<file path="src/hdl/nip_pkg.sv">
// Constants and types for the node identity and PHY register access block.
// Assumes an APB master with a 12-bit byte address and a link-PHY pin pair.
// Behaviour
// - Node ID is bus number in bits 15..6 joined with node number in 5..0.
// - Valid flag bit 31 clears on bus reset, sets when a node number arrives.
// - Root flag bit 30 is set when the PHY reports being root.
// - Cable power flag bit 27 follows the PHY's cable power report.
// - Bus number field is software read/write and resets to all ones.
// - Node number loads from the PHY after self-ID; software cannot write it.
// - Node identity bits 29..28 and 26..16 read as zero.
// - Done flag clears when software sets the read or write request bit.
// - Done flag sets when a register transfer arrives from the PHY.
// - Bits 27..24 capture the address of the latest PHY register transfer.
// - Bits 23..16 capture the register data returned by the PHY.
// - Bit 15 requests a PHY read; hardware clears it once sent.
// - Bit 14 requests a PHY write; hardware clears it once sent.
// - Software sets target address bits 11..8 before requesting.
// - Bits 7..0 are sent as write data; ignored for reads.
// - PHY access bits 30..28 and 13..12 read as zero.

package nip_pkg;
  localparam int unsigned ADDR_W = 12;
  localparam logic [11:0] OFS_NODE_ID = 12'h0e8;
  localparam logic [11:0] OFS_PHY_ACC = 12'h0ec;

  // Node identity layout
  localparam int unsigned NID_VALID  = 31;
  localparam int unsigned NID_ROOT   = 30;
  localparam int unsigned NID_CPS    = 27;
  localparam int unsigned NID_BUS_LO = 6;
  localparam int unsigned BUS_W      = 10;
  localparam int unsigned NODE_W     = 6;
  localparam logic [9:0]  BUS_RESET  = 10'h3ff;
  localparam logic [5:0]  NODE_RESET = 6'h00;

  // PHY access layout
  localparam int unsigned PA_DONE  = 31;
  localparam int unsigned PA_RA_LO = 24;
  localparam int unsigned PA_RD_LO = 16;
  localparam int unsigned PA_RDREQ = 15;
  localparam int unsigned PA_WRREQ = 14;
  localparam int unsigned PA_TA_LO = 8;
  localparam int unsigned PA_WV_LO = 0;

  // Status transfer: two bits a symbol, eight symbols, first bit on lane 1
  // Each symbol stands two cycles so that it survives the pin filter
  localparam logic [1:0] CTL_STATUS = 2'h1;
  localparam logic [2:0] ST_LAST    = 3'h7;
  localparam logic [2:0] BR_CYC     = 3'h1;
  localparam int unsigned BR_LANE   = 1;
  localparam int unsigned ST_ADDR_LO = 8;
  localparam logic [3:0] PHY_REG_ID = 4'h0;
  localparam int unsigned ID_LO     = 2;
  localparam int unsigned ID_ROOT   = 1;
  localparam int unsigned ID_CPS    = 0;

  // Request line framing
  localparam logic [2:0] LRQ_RD  = 3'h4;
  localparam logic [2:0] LRQ_WR  = 3'h5;
  localparam logic [4:0] LEN_RD  = 5'h09;
  localparam logic [4:0] LEN_WR  = 5'h11;

  typedef struct packed {
    logic       isWrite;
    logic [3:0] addr;
    logic [7:0] data;
  } nip_preq_t;
endpackage : nip_pkg

</file>
<file path="src/hdl/nip_sync.sv">
// Pin synchroniser: three flops and an output flop; output moves once stages two and three agree.
// Assumes inputs are asynchronous to clk.
`timescale 1ns/1ps
`default_nettype none
module nip_sync #(
  parameter int unsigned W = 4
) (
  // Clock and reset
  input  wire logic         clk,
  input  wire logic         rst_n,
  // Pins in, filtered levels out
  input  wire logic [W-1:0] din,
  output logic      [W-1:0] dout
);
  typedef struct packed {
    logic [W-1:0] s1;
    logic [W-1:0] s2;
    logic [W-1:0] s3;
    logic [W-1:0] q;
  } nip_sync_t;

  nip_sync_t st_ff;
  nip_sync_t nxt_st;

  always_comb begin
    nxt_st    = st_ff;
    nxt_st.s1 = din;
    nxt_st.s2 = st_ff.s1;
    nxt_st.s3 = st_ff.s2;
    // Stage one feeds stage two only; agreement filters a single glitch
    if (st_ff.s2 == st_ff.s3) begin
      nxt_st.q = st_ff.s3;
    end
  end

  always_ff @(posedge clk) begin
    if (!rst_n) begin
      st_ff <= '0;
    end else begin
      st_ff <= nxt_st;
    end
  end

  assign dout = st_ff.q;
endmodule : nip_sync
`default_nettype wire

</file>
<file path="src/hdl/nip_lreq.sv">
// Serial request sender for the link request pin.
// Assumes the caller holds start for one cycle only while idle.
`timescale 1ns/1ps
`default_nettype none
module nip_lreq (
  // Clock and reset
  input  wire logic              clk,
  input  wire logic              rst_n,
  // Request from the register side
  input  wire logic              start,
  input  wire nip_pkg::nip_preq_t req,
  output logic                   busy,
  output logic                   done,
  // Pin
  output logic                   lreq
);
  typedef struct packed {
    logic        busy;
    logic [4:0]  cnt;
    logic [16:0] sh;
  } nip_lsr_t;

  nip_lsr_t st_ff;
  nip_lsr_t nxt_st;

  always_comb begin
    nxt_st = st_ff;
    if (start) begin
      nxt_st.busy = 1'b1;
      if (req.isWrite) begin
        nxt_st.cnt = nip_pkg::LEN_WR;
        nxt_st.sh  = {1'b1, nip_pkg::LRQ_WR, req.addr, req.data, 1'b0};
      end else begin
        // Data byte is dropped for reads
        nxt_st.cnt = nip_pkg::LEN_RD;
        nxt_st.sh  = {1'b1, nip_pkg::LRQ_RD, req.addr, 9'h000};
      end
    end else if (st_ff.busy) begin
      nxt_st.sh  = {st_ff.sh[15:0], 1'b0};
      nxt_st.cnt = st_ff.cnt - 5'h01;
      if (st_ff.cnt == 5'h01) begin
        nxt_st.busy = 1'b0;
      end
    end
  end

  always_ff @(posedge clk) begin
    if (!rst_n) begin
      st_ff <= '0;
    end else begin
      st_ff <= nxt_st;
    end
  end

  assign busy = st_ff.busy;
  assign done = st_ff.busy && (st_ff.cnt == 5'h01);
  assign lreq = st_ff.busy && st_ff.sh[16];
endmodule : nip_lreq
`default_nettype wire

</file>
<file path="src/hdl/nip_top.sv">
// Node identity and PHY register access registers behind an APB slave.
// Assumes PHY pins asynchronous to clk; APB master on clk; zero wait states.
`timescale 1ns/1ps
`default_nettype none
module nip_top (
  // Clock and reset
  input  wire logic        clk,
  input  wire logic        rst_n,
  // APB slave
  input  wire logic        psel,
  input  wire logic        penable,
  input  wire logic        pwrite,
  input  wire logic [11:0] paddr,
  input  wire logic [31:0] pwdata,
  output logic      [31:0] prdata,
  output logic             pready,
  output logic             pslverr,
  // Link-PHY pins
  input  wire logic [1:0]  phyCtl,
  input  wire logic [1:0]  phyData,
  output logic             phyLreq,
  // Node status to the link
  output logic             identifierValid,
  output logic [15:0]      nodeId
);
  typedef struct packed {
    logic [9:0]  busNumberField;
    logic [5:0]  physicalNodeNumber;
    logic        identifierValid;
    logic        root;
    logic        cablePowerOk;
    logic        phyAccessDone;
    logic [3:0]  returnedPhyAddress;
    logic [7:0]  returnedPhyData;
    logic        phyReadRequest;
    logic        phyWriteRequest;
    logic [3:0]  targetPhyAddress;
    logic [7:0]  phyWriteValue;
    logic        sent;
    logic        sentWr;
    logic [15:0] stWord;
    logic [2:0]  stCnt;
    logic        stPh;
    logic [31:0] prdata;
  } nip_state_t;

  nip_state_t        st_ff;
  nip_state_t        nxt_st;
  logic [3:0]        pinS;
  logic [1:0]        ctlS;
  logic [1:0]        datS;
  logic              isStat;
  logic              regXfer;
  logic              busRstEv;
  logic [15:0]       rxWord;
  logic [3:0]        rxAddr;
  logic [7:0]        rxData;
  logic              apbWr;
  logic              apbSetup;
  logic              selNode;
  logic              selPhy;
  logic              swReq;
  logic              start;
  logic              lrqDone;
  nip_pkg::nip_preq_t preq;
  logic [31:0]       nodeWord;
  logic [31:0]       phyWord;

  nip_sync #(
    .W (4)
  ) uSync (
    .clk   (clk),
    .rst_n (rst_n),
    .din   ({phyCtl, phyData}),
    .dout  (pinS)
  );

  nip_lreq uLreq (
    .clk   (clk),
    .rst_n (rst_n),
    .start (start),
    .req   (preq),
    .busy  (),
    .done  (lrqDone),
    .lreq  (phyLreq)
  );

  // PHY status reception
  assign ctlS     = pinS[3:2];
  assign datS     = pinS[1:0];
  assign isStat   = (ctlS == nip_pkg::CTL_STATUS);
  assign rxWord   = {st_ff.stWord[13:0], datS};
  // Act on the first cycle of each two-cycle symbol only
  assign regXfer  = isStat && !st_ff.stPh && (st_ff.stCnt == nip_pkg::ST_LAST);
  assign busRstEv = isStat && !st_ff.stPh && (st_ff.stCnt == nip_pkg::BR_CYC) && datS[nip_pkg::BR_LANE];
  assign rxAddr   = rxWord[nip_pkg::ST_ADDR_LO +: 4];
  assign rxData   = rxWord[7:0];

  // APB decode
  assign apbWr    = psel && penable && pwrite;
  assign apbSetup = psel && !penable;
  assign selNode  = (paddr == nip_pkg::OFS_NODE_ID);
  assign selPhy   = (paddr == nip_pkg::OFS_PHY_ACC);
  assign swReq    = apbWr && selPhy && (pwdata[nip_pkg::PA_RDREQ] || pwdata[nip_pkg::PA_WRREQ]);

  // Read wins if software breaks the one-request-at-a-time convention
  assign start        = (st_ff.phyReadRequest || st_ff.phyWriteRequest) && !st_ff.sent;
  assign preq.isWrite = !st_ff.phyReadRequest;
  assign preq.addr    = st_ff.targetPhyAddress;
  assign preq.data    = st_ff.phyWriteValue;

  always_comb begin
    nodeWord = '0;
    nodeWord[nip_pkg::NID_VALID] = st_ff.identifierValid;
    nodeWord[nip_pkg::NID_ROOT]  = st_ff.root;
    nodeWord[nip_pkg::NID_CPS]   = st_ff.cablePowerOk;
    nodeWord[15:0] = {st_ff.busNumberField, st_ff.physicalNodeNumber};
  end

  always_comb begin
    phyWord = '0;
    phyWord[nip_pkg::PA_DONE]         = st_ff.phyAccessDone;
    phyWord[nip_pkg::PA_RA_LO +: 4]   = st_ff.returnedPhyAddress;
    phyWord[nip_pkg::PA_RD_LO +: 8]   = st_ff.returnedPhyData;
    phyWord[nip_pkg::PA_RDREQ]        = st_ff.phyReadRequest;
    phyWord[nip_pkg::PA_WRREQ]        = st_ff.phyWriteRequest;
    phyWord[nip_pkg::PA_TA_LO +: 4]   = st_ff.targetPhyAddress;
    phyWord[nip_pkg::PA_WV_LO +: 8]   = st_ff.phyWriteValue;
  end

  always_comb begin
    nxt_st = st_ff;
    // Status shifter: one shift per symbol; a burst restarts when control leaves status
    nxt_st.stPh = isStat && !st_ff.stPh;
    if (isStat && !st_ff.stPh) begin
      nxt_st.stWord = rxWord;
      nxt_st.stCnt  = st_ff.stCnt + 3'h1;
    end
    if (!isStat) begin
      nxt_st.stCnt = '0;
    end
    if (busRstEv) begin
      nxt_st.identifierValid = 1'b0;
    end
    // Request line handshake: hardware clear first, a same-cycle software set overrides
    if (start) begin
      nxt_st.sent   = 1'b1;
      nxt_st.sentWr = preq.isWrite;
    end
    if (lrqDone) begin
      nxt_st.sent = 1'b0;
      if (st_ff.sentWr) begin
        nxt_st.phyWriteRequest = 1'b0;
      end else begin
        nxt_st.phyReadRequest = 1'b0;
      end
    end
    // Software writes
    if (apbWr && selNode) begin
      nxt_st.busNumberField = pwdata[nip_pkg::NID_BUS_LO +: nip_pkg::BUS_W];
    end
    if (apbWr && selPhy) begin
      nxt_st.targetPhyAddress = pwdata[nip_pkg::PA_TA_LO +: 4];
      nxt_st.phyWriteValue    = pwdata[nip_pkg::PA_WV_LO +: 8];
      if (pwdata[nip_pkg::PA_RDREQ]) begin
        nxt_st.phyReadRequest = 1'b1;
      end
      if (pwdata[nip_pkg::PA_WRREQ]) begin
        nxt_st.phyWriteRequest = 1'b1;
      end
    end
    if (swReq) begin
      nxt_st.phyAccessDone = 1'b0;
    end
    // Returned register transfer; set wins over the software clear
    if (regXfer) begin
      nxt_st.phyAccessDone      = 1'b1;
      nxt_st.returnedPhyAddress = rxAddr;
      nxt_st.returnedPhyData    = rxData;
      if (rxAddr == nip_pkg::PHY_REG_ID) begin
        nxt_st.physicalNodeNumber = rxData[nip_pkg::ID_LO +: nip_pkg::NODE_W];
        nxt_st.root               = rxData[nip_pkg::ID_ROOT];
        nxt_st.cablePowerOk       = rxData[nip_pkg::ID_CPS];
        nxt_st.identifierValid    = 1'b1;
      end
    end
    // Read data captured in the setup phase, presented in the access phase
    if (apbSetup) begin
      if (selNode) begin
        nxt_st.prdata = nodeWord;
      end else if (selPhy) begin
        nxt_st.prdata = phyWord;
      end else begin
        nxt_st.prdata = '0;
      end
    end
  end

  always_ff @(posedge clk) begin
    if (!rst_n) begin
      st_ff                    <= '0;
      st_ff.busNumberField     <= nip_pkg::BUS_RESET;
      st_ff.physicalNodeNumber <= nip_pkg::NODE_RESET;
    end else begin
      st_ff <= nxt_st;
    end
  end

  assign prdata          = st_ff.prdata;
  assign pready          = 1'b1;
  assign pslverr         = psel && penable && !(selNode || selPhy);
  assign identifierValid = st_ff.identifierValid;
  assign nodeId          = {st_ff.busNumberField, st_ff.physicalNodeNumber};
endmodule : nip_top
`default_nettype wire

</file>
<file path="config.mk">
export PLATFORM = sky130hd
export DESIGN_NAME = nip_top
export DESIGN_NICKNAME = d
export VERILOG_FILES = /design/src/hdl/nip_pkg.sv /design/src/hdl/nip_sync.sv /design/src/hdl/nip_lreq.sv /design/src/hdl/nip_top.sv
export SDC_FILE = /design/constraint.sdc
export NUM_CORES = 1
export LEC_CHECK = 0
export BUFFER_PORTS_ARGS = -buffer_cell sky130_fd_sc_hd__buf_4
export CAP_MARGIN = 20
export CORE_ASPECT_RATIO = 0.8
export CORE_UTILIZATION = 60
export CTS_CLUSTER_SIZE = 8
export DETAILED_ROUTE_END_ITERATION = 10
export PLACE_DENSITY = 0.92
export REMOVE_ABC_BUFFERS = 1
export SLEW_MARGIN = 20
export SYNTH_ARGS = -nofsm -noshare
export SYNTH_HDL_FRONTEND = slang
export SYNTH_SLANG_ARGS = --single-unit
export TNS_END_PERCENT = 50
</file>
<file path="constraint.sdc">
create_clock -name clk -period 4.56 [get_ports clk]
set_input_delay 0.456 -clock clk [delete_from_list [all_inputs] [get_ports clk]]
set_output_delay 0.456 -clock clk [all_outputs]
set_load 0.005 [all_outputs]
</file>
==> impl_metrics.json, run 1 <==
{
  "ff_latch_area_sq_um": 2600,
  "detailroute.wirelength.met3_microns": 728,
  "place.port_buffers": 85,
  "htree_num_levels": 4,
  "layout.nets": 664,
  "fmax_mhz": 409,
  "cts.clk_slew.worst_paths_ns": 0.06,
  "power_report.internal_total_uw": 2040,
  "reg2reg_from": "st_ff[33]$_SDFFE_PN0P_",
  "clock_sinks": 130,
  "switching_share": 0.214,
  "grt_use_total": 0.253,
  "start_util": 0.623,
  "timing_max_transition_violations_final": 0,
  "routed.top_layer": "met4",
  "skew_ns": 0.00966,
  "drt-pass1-iter-count": 8,
  "worst_setup_path_start_kind": "flop",
  "ys_seq_elements": 130,
  "comb_power_share": 0.037,
  "wl_met2_microns": 5810,
  "synthArstFlopShare": 0,
  "post_cts_resized": 0,
  "clock_path_buffers": 2,
  "post_route_cells_drive_above_1_share": 0.234,
  "detail-route-antenna-nets": 0,
  "dr_total_vias": 4193,
  "min_period_over_period": 0.536,
  "yosys_most_used_dff": "sky130_fd_sc_hd__dfxtp_1",
  "post_synth_num_cell_types": 49,
  "fin_total_pwr_uw": 2590,
  "cts_buffers": 17,
  "avgRoutedWirePerCell_microns": 16.8,
  "slew_headroom": 0.291,
  "critPathLaunch": "st_ff[33]$_SDFFE_PN0P_",
  "pre_cts_slack_ns": 2.26,
  "share_of_the_synthesized_area_in_the_top_cell_type": 0.457,
  "synth.yosys.warnings": 0,
  "fin_worst_hold_slack_ns": 0.251,
  "timing.max_cap.violations": 0,
  "floorplan.rows": 31,
  "final.min_clock_period_ns": 2.44,
  "min_delay_startpoint": "phyCtl[0]",
  "cp.required_ns": 4.89,
  "worst-endpoint-arrival_ns": 2.77,
  "drt-vias-per-instance": 5.71,
  "power.net_switching_uw": 557,
  "design.portCount": 105,
  "pwr_dens_nw_per_um2": 393,
  "dieArea_sq_um": 9900,
  "cts.root.buffer_cell": "sky130_fd_sc_hd__clkbuf_16",
  "detail_route.drc_violations": 20,
  "grt_max_degree": 126,
  "final_critical_path_setup_slack_ns": 2.12,
  "setup-tns-final_ns": 0,
  "diodes_inserted": 0,
  "finalWeightedCongestion": 0.833,
  "ctsHoldBuffers": 0,
  "netlist_top_cells_area": "sky130_fd_sc_hd__dfxtp_1 46%, sky130_fd_sc_hd__mux2i_1 12%, sky130_fd_sc_hd__nand2_1 6.7%",
  "p_clk_frac": 0.522,
  "core-area_sq_um": 9150,
  "dp.final_hpwl_microns": 7550,
  "max_slew.worst_pin.slew_ns": 1.06,
  "report.final.setup_viol": 0,
  "avgSynthCellArea_sq_um": 9.76,
  "die-height_microns": 89.2,
  "final_hold_violation_count": 0,
  "rsz_0062_raised_after_global_routing": "no",
  "status": "finished, violations left",
  "cts_tree": "done",
  "die_w_microns": 111,
  "wl_met1_microns": 5500,
  "seq_area_frac_synth": 0.457,
  "leakage_uw": 0.00262,
  "post_synth_instance_area_sq_um": 5700,
  "synth_largest_area_cell": "sky130_fd_sc_hd__dfxtp_1",
  "initial_antenna_violation_count": 0,
  "overflow": 0,
  "violations_in_the_final_reports": "design-rule violations",
  "postSynthCellCount": 584,
  "initialDrtViolationCount": 366,
  "timing_worst_setup_path_type": "reg -> reg",
  "multi_input_comb_area_sq_um": 2570,
  "synth_enable_flop_cells": 0,
  "crit_path_max_fanout": 13,
  "vias_in_the_first_global_route": 4028,
  "wl_microns": 12300,
  "postLayoutCoreUtil": 0.722,
  "grt_first_pass_wirelength_microns": 19600,
  "timing.hold.worst.class": "in -> reg",
  "postCtsSetupRepairBufs": 0,
  "layout.filler_cells": 607,
  "crit_path_capture_type": "flop",
  "area.growth.synth_to_final_pct": 15.9,
  "clock_latency_ns": 0.41,
  "p_seq_frac": 0.441,
  "irDropWorstVdd_mv": 0.211
}
[placed cells by master, fill, tap and decap left out, types with 6 or more instances in the layout]
| master | Yosys | layout |
|---|---|---|
| sky130_fd_sc_hd__clkbuf_16 | 0 | 17 |
| sky130_fd_sc_hd__o2bb2ai_1 | 6 | 6 |
| sky130_fd_sc_hd__nor2b_1 | 20 | 20 |
| sky130_fd_sc_hd__buf_4 | 50 | 90 |
| sky130_fd_sc_hd__and3_1 | 7 | 7 |
| sky130_fd_sc_hd__and2_1 | 15 | 15 |
| sky130_fd_sc_hd__nand2_1 | 102 | 102 |
| sky130_fd_sc_hd__nor2_1 | 16 | 16 |
| sky130_fd_sc_hd__a32o_1 | 11 | 11 |
| sky130_fd_sc_hd__a21boi_0 | 27 | 27 |
| sky130_fd_sc_hd__mux2i_1 | 66 | 66 |
| sky130_fd_sc_hd__xor2_1 | 6 | 6 |
| sky130_fd_sc_hd__dfxtp_1 | 130 | 129 |
| sky130_fd_sc_hd__o2bb2ai_2 | 10 | 10 |
| sky130_fd_sc_hd__o21a_1 | 8 | 8 |
[cell usage after synthesis (3+ instances only)]
cell type                     n
sky130_fd_sc_hd__nor2_1      16
sky130_fd_sc_hd__clkbuf_1    31
sky130_fd_sc_hd__or4_1        3
sky130_fd_sc_hd__o2bb2ai_1    6
sky130_fd_sc_hd__nand3b_1     4
sky130_fd_sc_hd__dfxtp_1    130
sky130_fd_sc_hd__o31ai_1      5
sky130_fd_sc_hd__nand2_1    102
sky130_fd_sc_hd__a31oi_1      3
sky130_fd_sc_hd__a21boi_0    27
sky130_fd_sc_hd__inv_1        5
sky130_fd_sc_hd__and3_1       7
sky130_fd_sc_hd__xor2_1       6
sky130_fd_sc_hd__a32o_1      11
sky130_fd_sc_hd__buf_4       50
sky130_fd_sc_hd__nand2b_1     3
sky130_fd_sc_hd__and2_1      15
sky130_fd_sc_hd__nor2b_1     20
sky130_fd_sc_hd__o211a_1      4
sky130_fd_sc_hd__a21oi_1      5
sky130_fd_sc_hd__o2bb2ai_2   10
sky130_fd_sc_hd__mux2i_1     66
sky130_fd_sc_hd__nor4_1       3
sky130_fd_sc_hd__nand3_1      4
sky130_fd_sc_hd__ha_1         5
sky130_fd_sc_hd__o21a_1       8
sky130_fd_sc_hd__o21ai_0      3
[flip-flops by register name (all words and copies together), names as in the netlist]
signal / count
prdata: 30
uSync.st_ff: 4
uSync.dout: 4
rxData: 6
rxAddr: 4
st_ff: 6
nodeWord: 2
uLreq.busy: 1
phyWord: 27
nodeId: 16
uLreq.st_ff: 21
identifierValid: 1
uSync.nxt_st: 8
[final cells by class]
type,instances,area share
sequential,130,0.394
multi-input combinational,362,0.389
timing repair buffer,90,0.102
clock buffer,22,0.0718
tap,115,0.0218
clock inverter,10,0.0187
inverter,5,0.00284
[path summary, 6_finish.rpt]
kind                                      end  slack (ns)  depth (start not counted)
hold / removal    uSync.nxt_st[10]$_SDFF_PN0_        0.25                          2
setup reg to reg    nodeWord[30]$_SDFFE_PN0P_        2.12                          5
setup / recovery    nodeWord[30]$_SDFFE_PN0P_        2.12                          5
hold reg to reg    uSync.nxt_st[6]$_SDFF_PN0_        0.43                          1
[power by group through the flow]
stage / clock network (uW) / logic [uW] / registers (uW)
CTS: 1360 / 95.0 / 1140
finish: 1350 / 95.9 / 1140
global route: 1410 / 103 / 1140
detailed placement: 0 / 94.1 / 1170
global placement: 0 / 91.1 / 1170
floorplan: 0 / 37.6 / 1170
[per-stage QoR]
| step | instance area [sq um] | std cells |
|---|---|---|
| floorplan | 5150 | 497 |
| global placement | 5990 | 702 |
| detailed placement | 6000 | 702 |
| CTS | 6600 | 734 |
| global route | 6610 | 734 |
| finish | 6610 | 734 |
[logic make-up after synthesis]
kind of cell	after synthesis	share of synthesized area
other	2	0.00132
flip-flops	130	0.457
multiplexers	66	0.116
buffers and inverters	93	0.100
AND/OR/NAND/NOR	191	0.167
adder cells (fa/ha/maj)	5	0.0110
AO/OA/AOI/OAI	89	0.136
XOR/XNOR	8	0.0123
[critical path: stages (launching register included)]
cell	delay, ns
sky130_fd_sc_hd__dfxtp_1	0.38
sky130_fd_sc_hd__ha_1	0.18
sky130_fd_sc_hd__ha_1	0.17
sky130_fd_sc_hd__nand4bb_1	0.56
sky130_fd_sc_hd__nor2_2	0.79
sky130_fd_sc_hd__mux2i_1	0.27
[per-layer routing]
metal | GRT usage | vias to the layer above
met5 | 0 | -
met4 | 0.106 | 0
met3 | 0.0597 | 24
met2 | 0.430 | 156
met1 | 0.316 | 2017
li1 | - | 1996
Power figures use the tool's default switching activity.
==> inputs of run 2 (changes only) <==
CORE_UTILIZATION = 50   (was 60)
PLACE_DENSITY = 0.83   (was 0.92)
clock period = 2.2 ns   (was 4.56 ns; I/O delays follow)
==> impl_metrics.json, run 2 (synthesis gave the netlist of run 1 again) <==
{
  "p_clk_frac": 0.510,
  "biggest_cell_delay_along_the_critical_path_ns": 0.54,
  "cp.required_ns": 2.52,
  "post_route_cells_drive_above_1_share": 0.240,
  "post_cts_resized": 0,
  "layout.nets": 674,
  "wl_microns": 11800,
  "ctsHoldBuffers": 0,
  "fmax_mhz": 577,
  "grt_use_total": 0.213,
  "crit_path_frequent_cell": "sky130_fd_sc_hd__ha_1",
  "timing.critical_path.cells": "ha_1, ha_1, nand4bb_1, nor2_2, mux2i_1",
  "switching_share": 0.215,
  "final.min_clock_period_ns": 1.73,
  "timing.hold.worst.class": "in -> reg",
  "reg2reg_from": "st_ff[33]$_SDFFE_PN0P_",
  "cts_tree": "done",
  "dp.final_hpwl_microns": 7840,
  "final_hold_violation_count": 0,
  "leakage_uw": 0.00265,
  "dr_total_vias": 4102,
  "largest_register_ffs": 30,
  "cts.clk_slew.worst_paths_ns": 0.06,
  "htree_num_levels": 4,
  "start_util": 0.519,
  "status": "completed",
  "grt_max_degree": 60,
  "final_critical_path_setup_slack_ns": 0.466,
  "timing.max_cap.violations": 0,
  "dieArea_sq_um": 11800,
  "detail_route.drc_violations": 0,
  "layout.filler_cells": 923,
  "crit_path_capture_type": "flop",
  "timing_worst_setup_path_type": "reg -> reg",
  "overflow": 0,
  "initialDrtViolationCount": 255,
  "initial_antenna_violation_count": 0,
  "core-area_sq_um": 11000,
  "crit_path_max_fanout": 9,
  "slew_headroom": 0.505,
  "layout.cell_area.non_filler_sq_um": 6700,
  "postCtsSetupRepairBufs": 0,
  "comb_power_share": 0.039,
  "dpl_cell_area_sq_um": 6130,
  "max_slew.worst_pin.slew_ns": 0.733,
  "place.port_buffers": 85,
  "clock_path_buffers": 2,
  "detail-route-antenna-nets": 0,
  "floorplan.rows": 34,
  "irDropWorstVdd_mv": 0.593,
  "finalWeightedCongestion": 0.818,
  "clock_latency_ns": 0.41,
  "grt_first_pass_wirelength_microns": 19800,
  "area.growth.synth_to_final_pct": 17.4,
  "pre_cts_slack_ns": 0.235,
  "die-height_microns": 97.5,
  "power.net_switching_uw": 1130,
  "pwr_dens_nw_per_um2": 786,
  "skew_ns": 0.00875,
  "diodes_inserted": 0,
  "worst-endpoint-arrival_ns": 2.06,
  "min_period_over_period": 0.788,
  "vias_in_the_first_global_route": 3976,
  "design.portCount": 105,
  "fin_worst_hold_slack_ns": 0.0165,
  "p_seq_frac": 0.451,
  "report.final.setup_viol": 0,
  "min_delay_startpoint": "phyCtl[0]",
  "cts_buffers": 17,
  "drt-pass1-iter-count": 4,
  "worst_setup_path_start_kind": "flop",
  "critical-path-top-delay-family": "simple AND/OR/NAND/NOR gates",
  "cts.root.buffer_cell": "sky130_fd_sc_hd__clkbuf_16",
  "timing_max_transition_violations_final": 0,
  "drt-vias-per-instance": 5.31,
  "crit_path_top_delay_cell": "sky130_fd_sc_hd__nor2_2",
  "die_w_microns": 121,
  "final_cell_mix": "130 x sky130_fd_sc_hd__dfxtp_1, 102 x sky130_fd_sc_hd__nand2_1, 98 x sky130_fd_sc_hd__buf_4, 66 x sky130_fd_sc_hd__mux2i_1, 27 x sky130_fd_sc_hd__a21boi_0",
  "rsz_0062_raised_after_global_routing": "no",
  "clock_sinks": 130,
  "power_report.internal_total_uw": 4130,
  "critPathLaunch": "st_ff[33]$_SDFFE_PN0P_",
  "crit_buf_inv": 0,
  "layout_commonest_cell": "sky130_fd_sc_hd__dfxtp_1",
  "avgRoutedWirePerCell_microns": 15.3
}
==> run 2: stage by stage <==
step	cells	power [uW]	TNS, ns	util
floorplan	497	2500	-4.71	-
global placement	741	2620	0	0.558
detailed placement	741	2630	0	0.558
CTS	772	5300	0	0.610
global route	772	5450	0	0.610
finish	772	5260	0	0.610
==> run 2: final cells by class <==
class	instances	area [sq um]	share of cell area
Clock buffer	19	433	0.0647
Sequential cell	130	2600	0.389
Inverter	5	18.8	0.00280
Timing Repair Buffer	100	776	0.116
Multi-Input combinational cell	362	2550	0.381
Clock inverter	12	135	0.0202
Tap cell	144	180	0.0269
==> run 2: power by group through the flow <==
stage | Combinational (uW) | Sequential (uW) | Clock, uW
CTS | 207 | 2370 | 2720
global placement | 201 | 2420 | 0
floorplan | 78.0 | 2420 | 0
global route | 226 | 2370 | 2850
finish | 206 | 2370 | 2680
detailed placement | 205 | 2420 | 0
==> run 2: layer usage <==
layer  vias up  wire (microns)  part of all wire  GRT usage
met5         -               0                 0          0
met4         0             143             0.012     0.0741
met1      1935            5580              0.47      0.289
li1       2032               -                 -          -
met2       123            5390              0.46      0.334
met3        12             664             0.056     0.0417
==> run 2: path summary, 6_finish.rpt <==
| path | cells after the start | to | slack, ns |
|---|---|---|---|
| max | 5 | nodeId[0]$_SDFFE_PN0P_ | 0.47 |
| min | 2 | uSync.nxt_st[10]$_SDFF_PN0_ | 0.02 |
| max reg2reg | 5 | nodeId[0]$_SDFFE_PN0P_ | 0.47 |
| min reg2reg | 1 | uSync.nxt_st[5]$_SDFF_PN0_ | 0.43 |
==> inputs of run 3 (changes only) <==
ABC_AREA = 1   (was default)
CORE_UTILIZATION = 55   (was 50)
PLACE_DENSITY = 0.86   (was 0.83)
clock period = 1.7 ns   (was 2.2 ns; I/O delays follow)
==> impl_metrics.json, run 3 <==
{
  "status": "finished, violations left",
  "violations_in_the_final_reports": "negative hold slack",
  "crit_path_max_fanout": 22,
  "post_synth_instance_area_sq_um": 5520,
  "avgSynthCellArea_sq_um": 7.57,
  "die_w_microns": 114,
  "timing.max_cap.violations": 0,
  "crit_buf_inv": 3,
  "rsz_0062_raised_after_global_routing": "no",
  "power.net_switching_uw": 1650,
  "dp.final_hpwl_microns": 8110,
  "fin_worst_hold_slack_ns": -0.00635,
  "place.port_buffers": 85,
  "post_synth_num_cell_types": 34,
  "area.growth.synth_to_final_pct": 21.9,
  "final_cell_mix": "133 x sky130_fd_sc_hd__nand2_1, 130 x sky130_fd_sc_hd__dfxtp_1, 101 x sky130_fd_sc_hd__nor2_1, 97 x sky130_fd_sc_hd__buf_4, 62 x sky130_fd_sc_hd__o21ai_0",
  "ys_seq_elements": 130,
  "comb_power_share": 0.066,
  "regToRegSetupSlack_ns": 0.21,
  "synth_top_family_by_area": "simple AND/OR/NAND/NOR gates",
  "simple_gate_portion_of_the_synthesized_area": 0.222,
  "timing.hold.worst.class": "in -> reg",
  "instances_no_fill": 930,
  "die-height_microns": 91.6,
  "critical-path-top-delay-family": "simple AND/OR/NAND/NOR gates",
  "cts_buffers": 17,
  "grt_max_degree": 61,
  "crit_path_capture_type": "flop",
  "vias_in_the_first_global_route": 4449,
  "diodes_inserted": 0,
  "seq_area_frac_synth": 0.472,
  "min_period_over_period": 0.878,
  "dp.cells": 880,
  "post_synth_mux_area_share": 0,
  "detail_route.drc_violations": 0,
  "pwr_dens_nw_per_um2": 1120,
  "grt_use_total": 0.255,
  "yosysMostFrequentCell": "sky130_fd_sc_hd__nand2_1",
  "clock_sinks": 130,
  "crit_path_top_delay_cell": "sky130_fd_sc_hd__dfxtp_1",
  "synth_compound_area_frac": 0.139,
  "timing_max_transition_violations_final": 0,
  "leakage_uw": 0.00303,
  "design.portCount": 105,
  "clock_latency_ns": 0.41,
  "layout.cell_area.non_filler_sq_um": 6720,
  "floorplan.rows": 32,
  "start_util": 0.569,
  "dr_total_vias": 4870,
  "clock_path_buffers": 2,
  "core-area_sq_um": 9690,
  "wl_microns": 13000,
  "report.final.setup_viol": 0,
  "skew_ns": 0.0114,
  "cts_tree": "done",
  "synth.yosys.warnings": 0,
  "drt-pass1-iter-count": 5,
  "layout_commonest_cell": "sky130_fd_sc_hd__nand2_1",
  "drt-vias-per-instance": 5.24,
  "worst-endpoint-arrival_ns": 1.81,
  "final_hold_violation_count": 1,
  "biggest_cell_delay_along_the_critical_path_ns": 0.33,
  "timing_worst_setup_path_type": "reg -> reg",
  "synth_top_cells_by_count": "133 x sky130_fd_sc_hd__nand2_1, 130 x sky130_fd_sc_hd__dfxtp_1, 102 x sky130_fd_sc_hd__nor2_1, 62 x sky130_fd_sc_hd__o21ai_0, 60 x sky130_fd_sc_hd__inv_1",
  "final_critical_path_setup_slack_ns": 0.208,
  "finalWeightedCongestion": 0.821,
  "synthArstFlopShare": 0,
  "fmax_mhz": 670,
  "share_of_the_synthesized_area_in_the_top_cell_type": 0.472,
  "htree_num_levels": 4,
  "dpl_cell_area_sq_um": 5910,
  "switching_share": 0.220,
  "cts.clk_slew.worst_paths_ns": 0.06,
  "p_seq_frac": 0.425,
  "pre_cts_slack_ns": 0.201,
  "fin_total_pwr_uw": 7520,
  "postSynthCellCount": 729,
  "irDropWorstVdd_mv": 0.595,
  "grt_first_pass_wirelength_microns": 20700,
  "dieArea_sq_um": 10400,
  "post_route_cells_drive_above_1_share": 0.188,
  "detail-route-antenna-nets": 0,
  "avgRoutedWirePerCell_microns": 13.9,
  "largest_register_ffs": 30,
  "initial_antenna_violation_count": 0,
  "p_clk_frac": 0.509,
  "netlist_top_cells_area": "sky130_fd_sc_hd__dfxtp_1 47%, sky130_fd_sc_hd__nand2_1 9.1%, sky130_fd_sc_hd__buf_4 7.4%",
  "final.min_clock_period_ns": 1.49,
  "layout.nets": 839,
  "worst_setup_path_start_kind": "flop",
  "cts.root.buffer_cell": "sky130_fd_sc_hd__clkbuf_16",
  "power_report.internal_total_uw": 5860,
  "timing.critical_path.cells": "inv_1, nor2_1, nand2_1, inv_2, nand2_2, inv_2, nor2_1, a211oi_1",
  "synth_xor_area_frac": 0.00794,
  "initialDrtViolationCount": 407,
  "synth_largest_area_cell": "sky130_fd_sc_hd__dfxtp_1",
  "synth_enable_flop_cells": 0,
  "cp.required_ns": 2.02,
  "overflow": 0,
  "synth_adder_area_share": 0.0113,
  "yosys_most_used_dff": "sky130_fd_sc_hd__dfxtp_1"
}
-- run 3: cell count changes in the layout (fill, tap and decap cells not counted), moves of 10 or more --
cell,change
sky130_fd_sc_hd__nand2_1,+31
sky130_fd_sc_hd__a21oi_1,+49
sky130_fd_sc_hd__mux2i_1,-66
sky130_fd_sc_hd__o2bb2ai_2,-10
sky130_fd_sc_hd__o21ai_0,+59
sky130_fd_sc_hd__a21boi_0,-27
sky130_fd_sc_hd__and2_1,-15
sky130_fd_sc_hd__nor2b_1,-20
sky130_fd_sc_hd__dlygate4sd3_1,+18
sky130_fd_sc_hd__nand3_1,+38
sky130_fd_sc_hd__nor2_1,+85
sky130_fd_sc_hd__a32o_1,-11
sky130_fd_sc_hd__inv_1,+55
-- run 3: repair_timing --
action,in CTS,in global routing
endpoints found under the hold margin,19,1
gates resized for setup,0,0
setup buffers,0,0
hold buffers,17,1
-- run 3: final timing paths --
kind,startpoint,endpoint,cells past startpoint
min reg2reg,uSync.nxt_st[10]$_SDFF_PN0_,uSync.nxt_st[6]$_SDFF_PN0_,2
max reg2reg,uSync.dout[2]$_SDFFE_PN0N_,phyWord[21]$_SDFFE_PN0P_,8
min,pwdata[3],phyWord[3]$_SDFFE_PN0P_,3
max,uSync.dout[2]$_SDFFE_PN0N_,phyWord[21]$_SDFFE_PN0P_,8
-- run 3: power groups by stage --
stage	Sequential (uW)	Clock, uW	Combinational, uW
final	3200	3830	493
after global routing	3200	4000	549
after CTS	3190	3860	488
after floorplan	3250	0	217
after global placement	3250	0	435
after detailed placement	3260	0	450
-- run 3: worst min-delay path: cells and delay by family --
family        cells  cell delay (ns)
simple gates      2             0.12
buf+inv           1             0.08
-- run 3: layer usage --
| layer | global-route usage | vias up | share of wire |
|---|---|---|---|
| met5 | 0 | - | 0 |
| met4 | 0.120 | 0 | 0.032 |
| met3 | 0.0634 | 51 | 0.070 |
| met2 | 0.414 | 231 | 0.47 |
| met1 | 0.316 | 2202 | 0.43 |
| li1 | - | 2386 | - |
-- run 3: layout make-up --
class	count	area [sq um]
Inverter	68	255
Tap cell	136	170
Multi-Input combinational cell	447	2120
Sequential cell	130	2600
Timing Repair Buffer	117	948
Clock inverter	13	184
Clock buffer	19	443
Fill cell	736	2970
-- run 3: per-stage QoR --
stage                     hold slack, ns  TNS [ns]   util
after floorplan                    0.255    -22.47      -
after global placement             0.351         0  0.610
after detailed placement           0.357         0  0.610
final                           -0.00635         0  0.694
after CTS                        0.00114         0  0.693
after global routing              0.0174         0  0.694
-- run 3: kinds of logic (layout without fill, tap and decap cells) --
kind of cell	after synthesis	count (layout)
other cells	2	3
xor+xnor	5	5
simple gates	292	292
compound gates	142	142
flops	130	130
buf+inv	153	217
fa+ha+maj	5	5
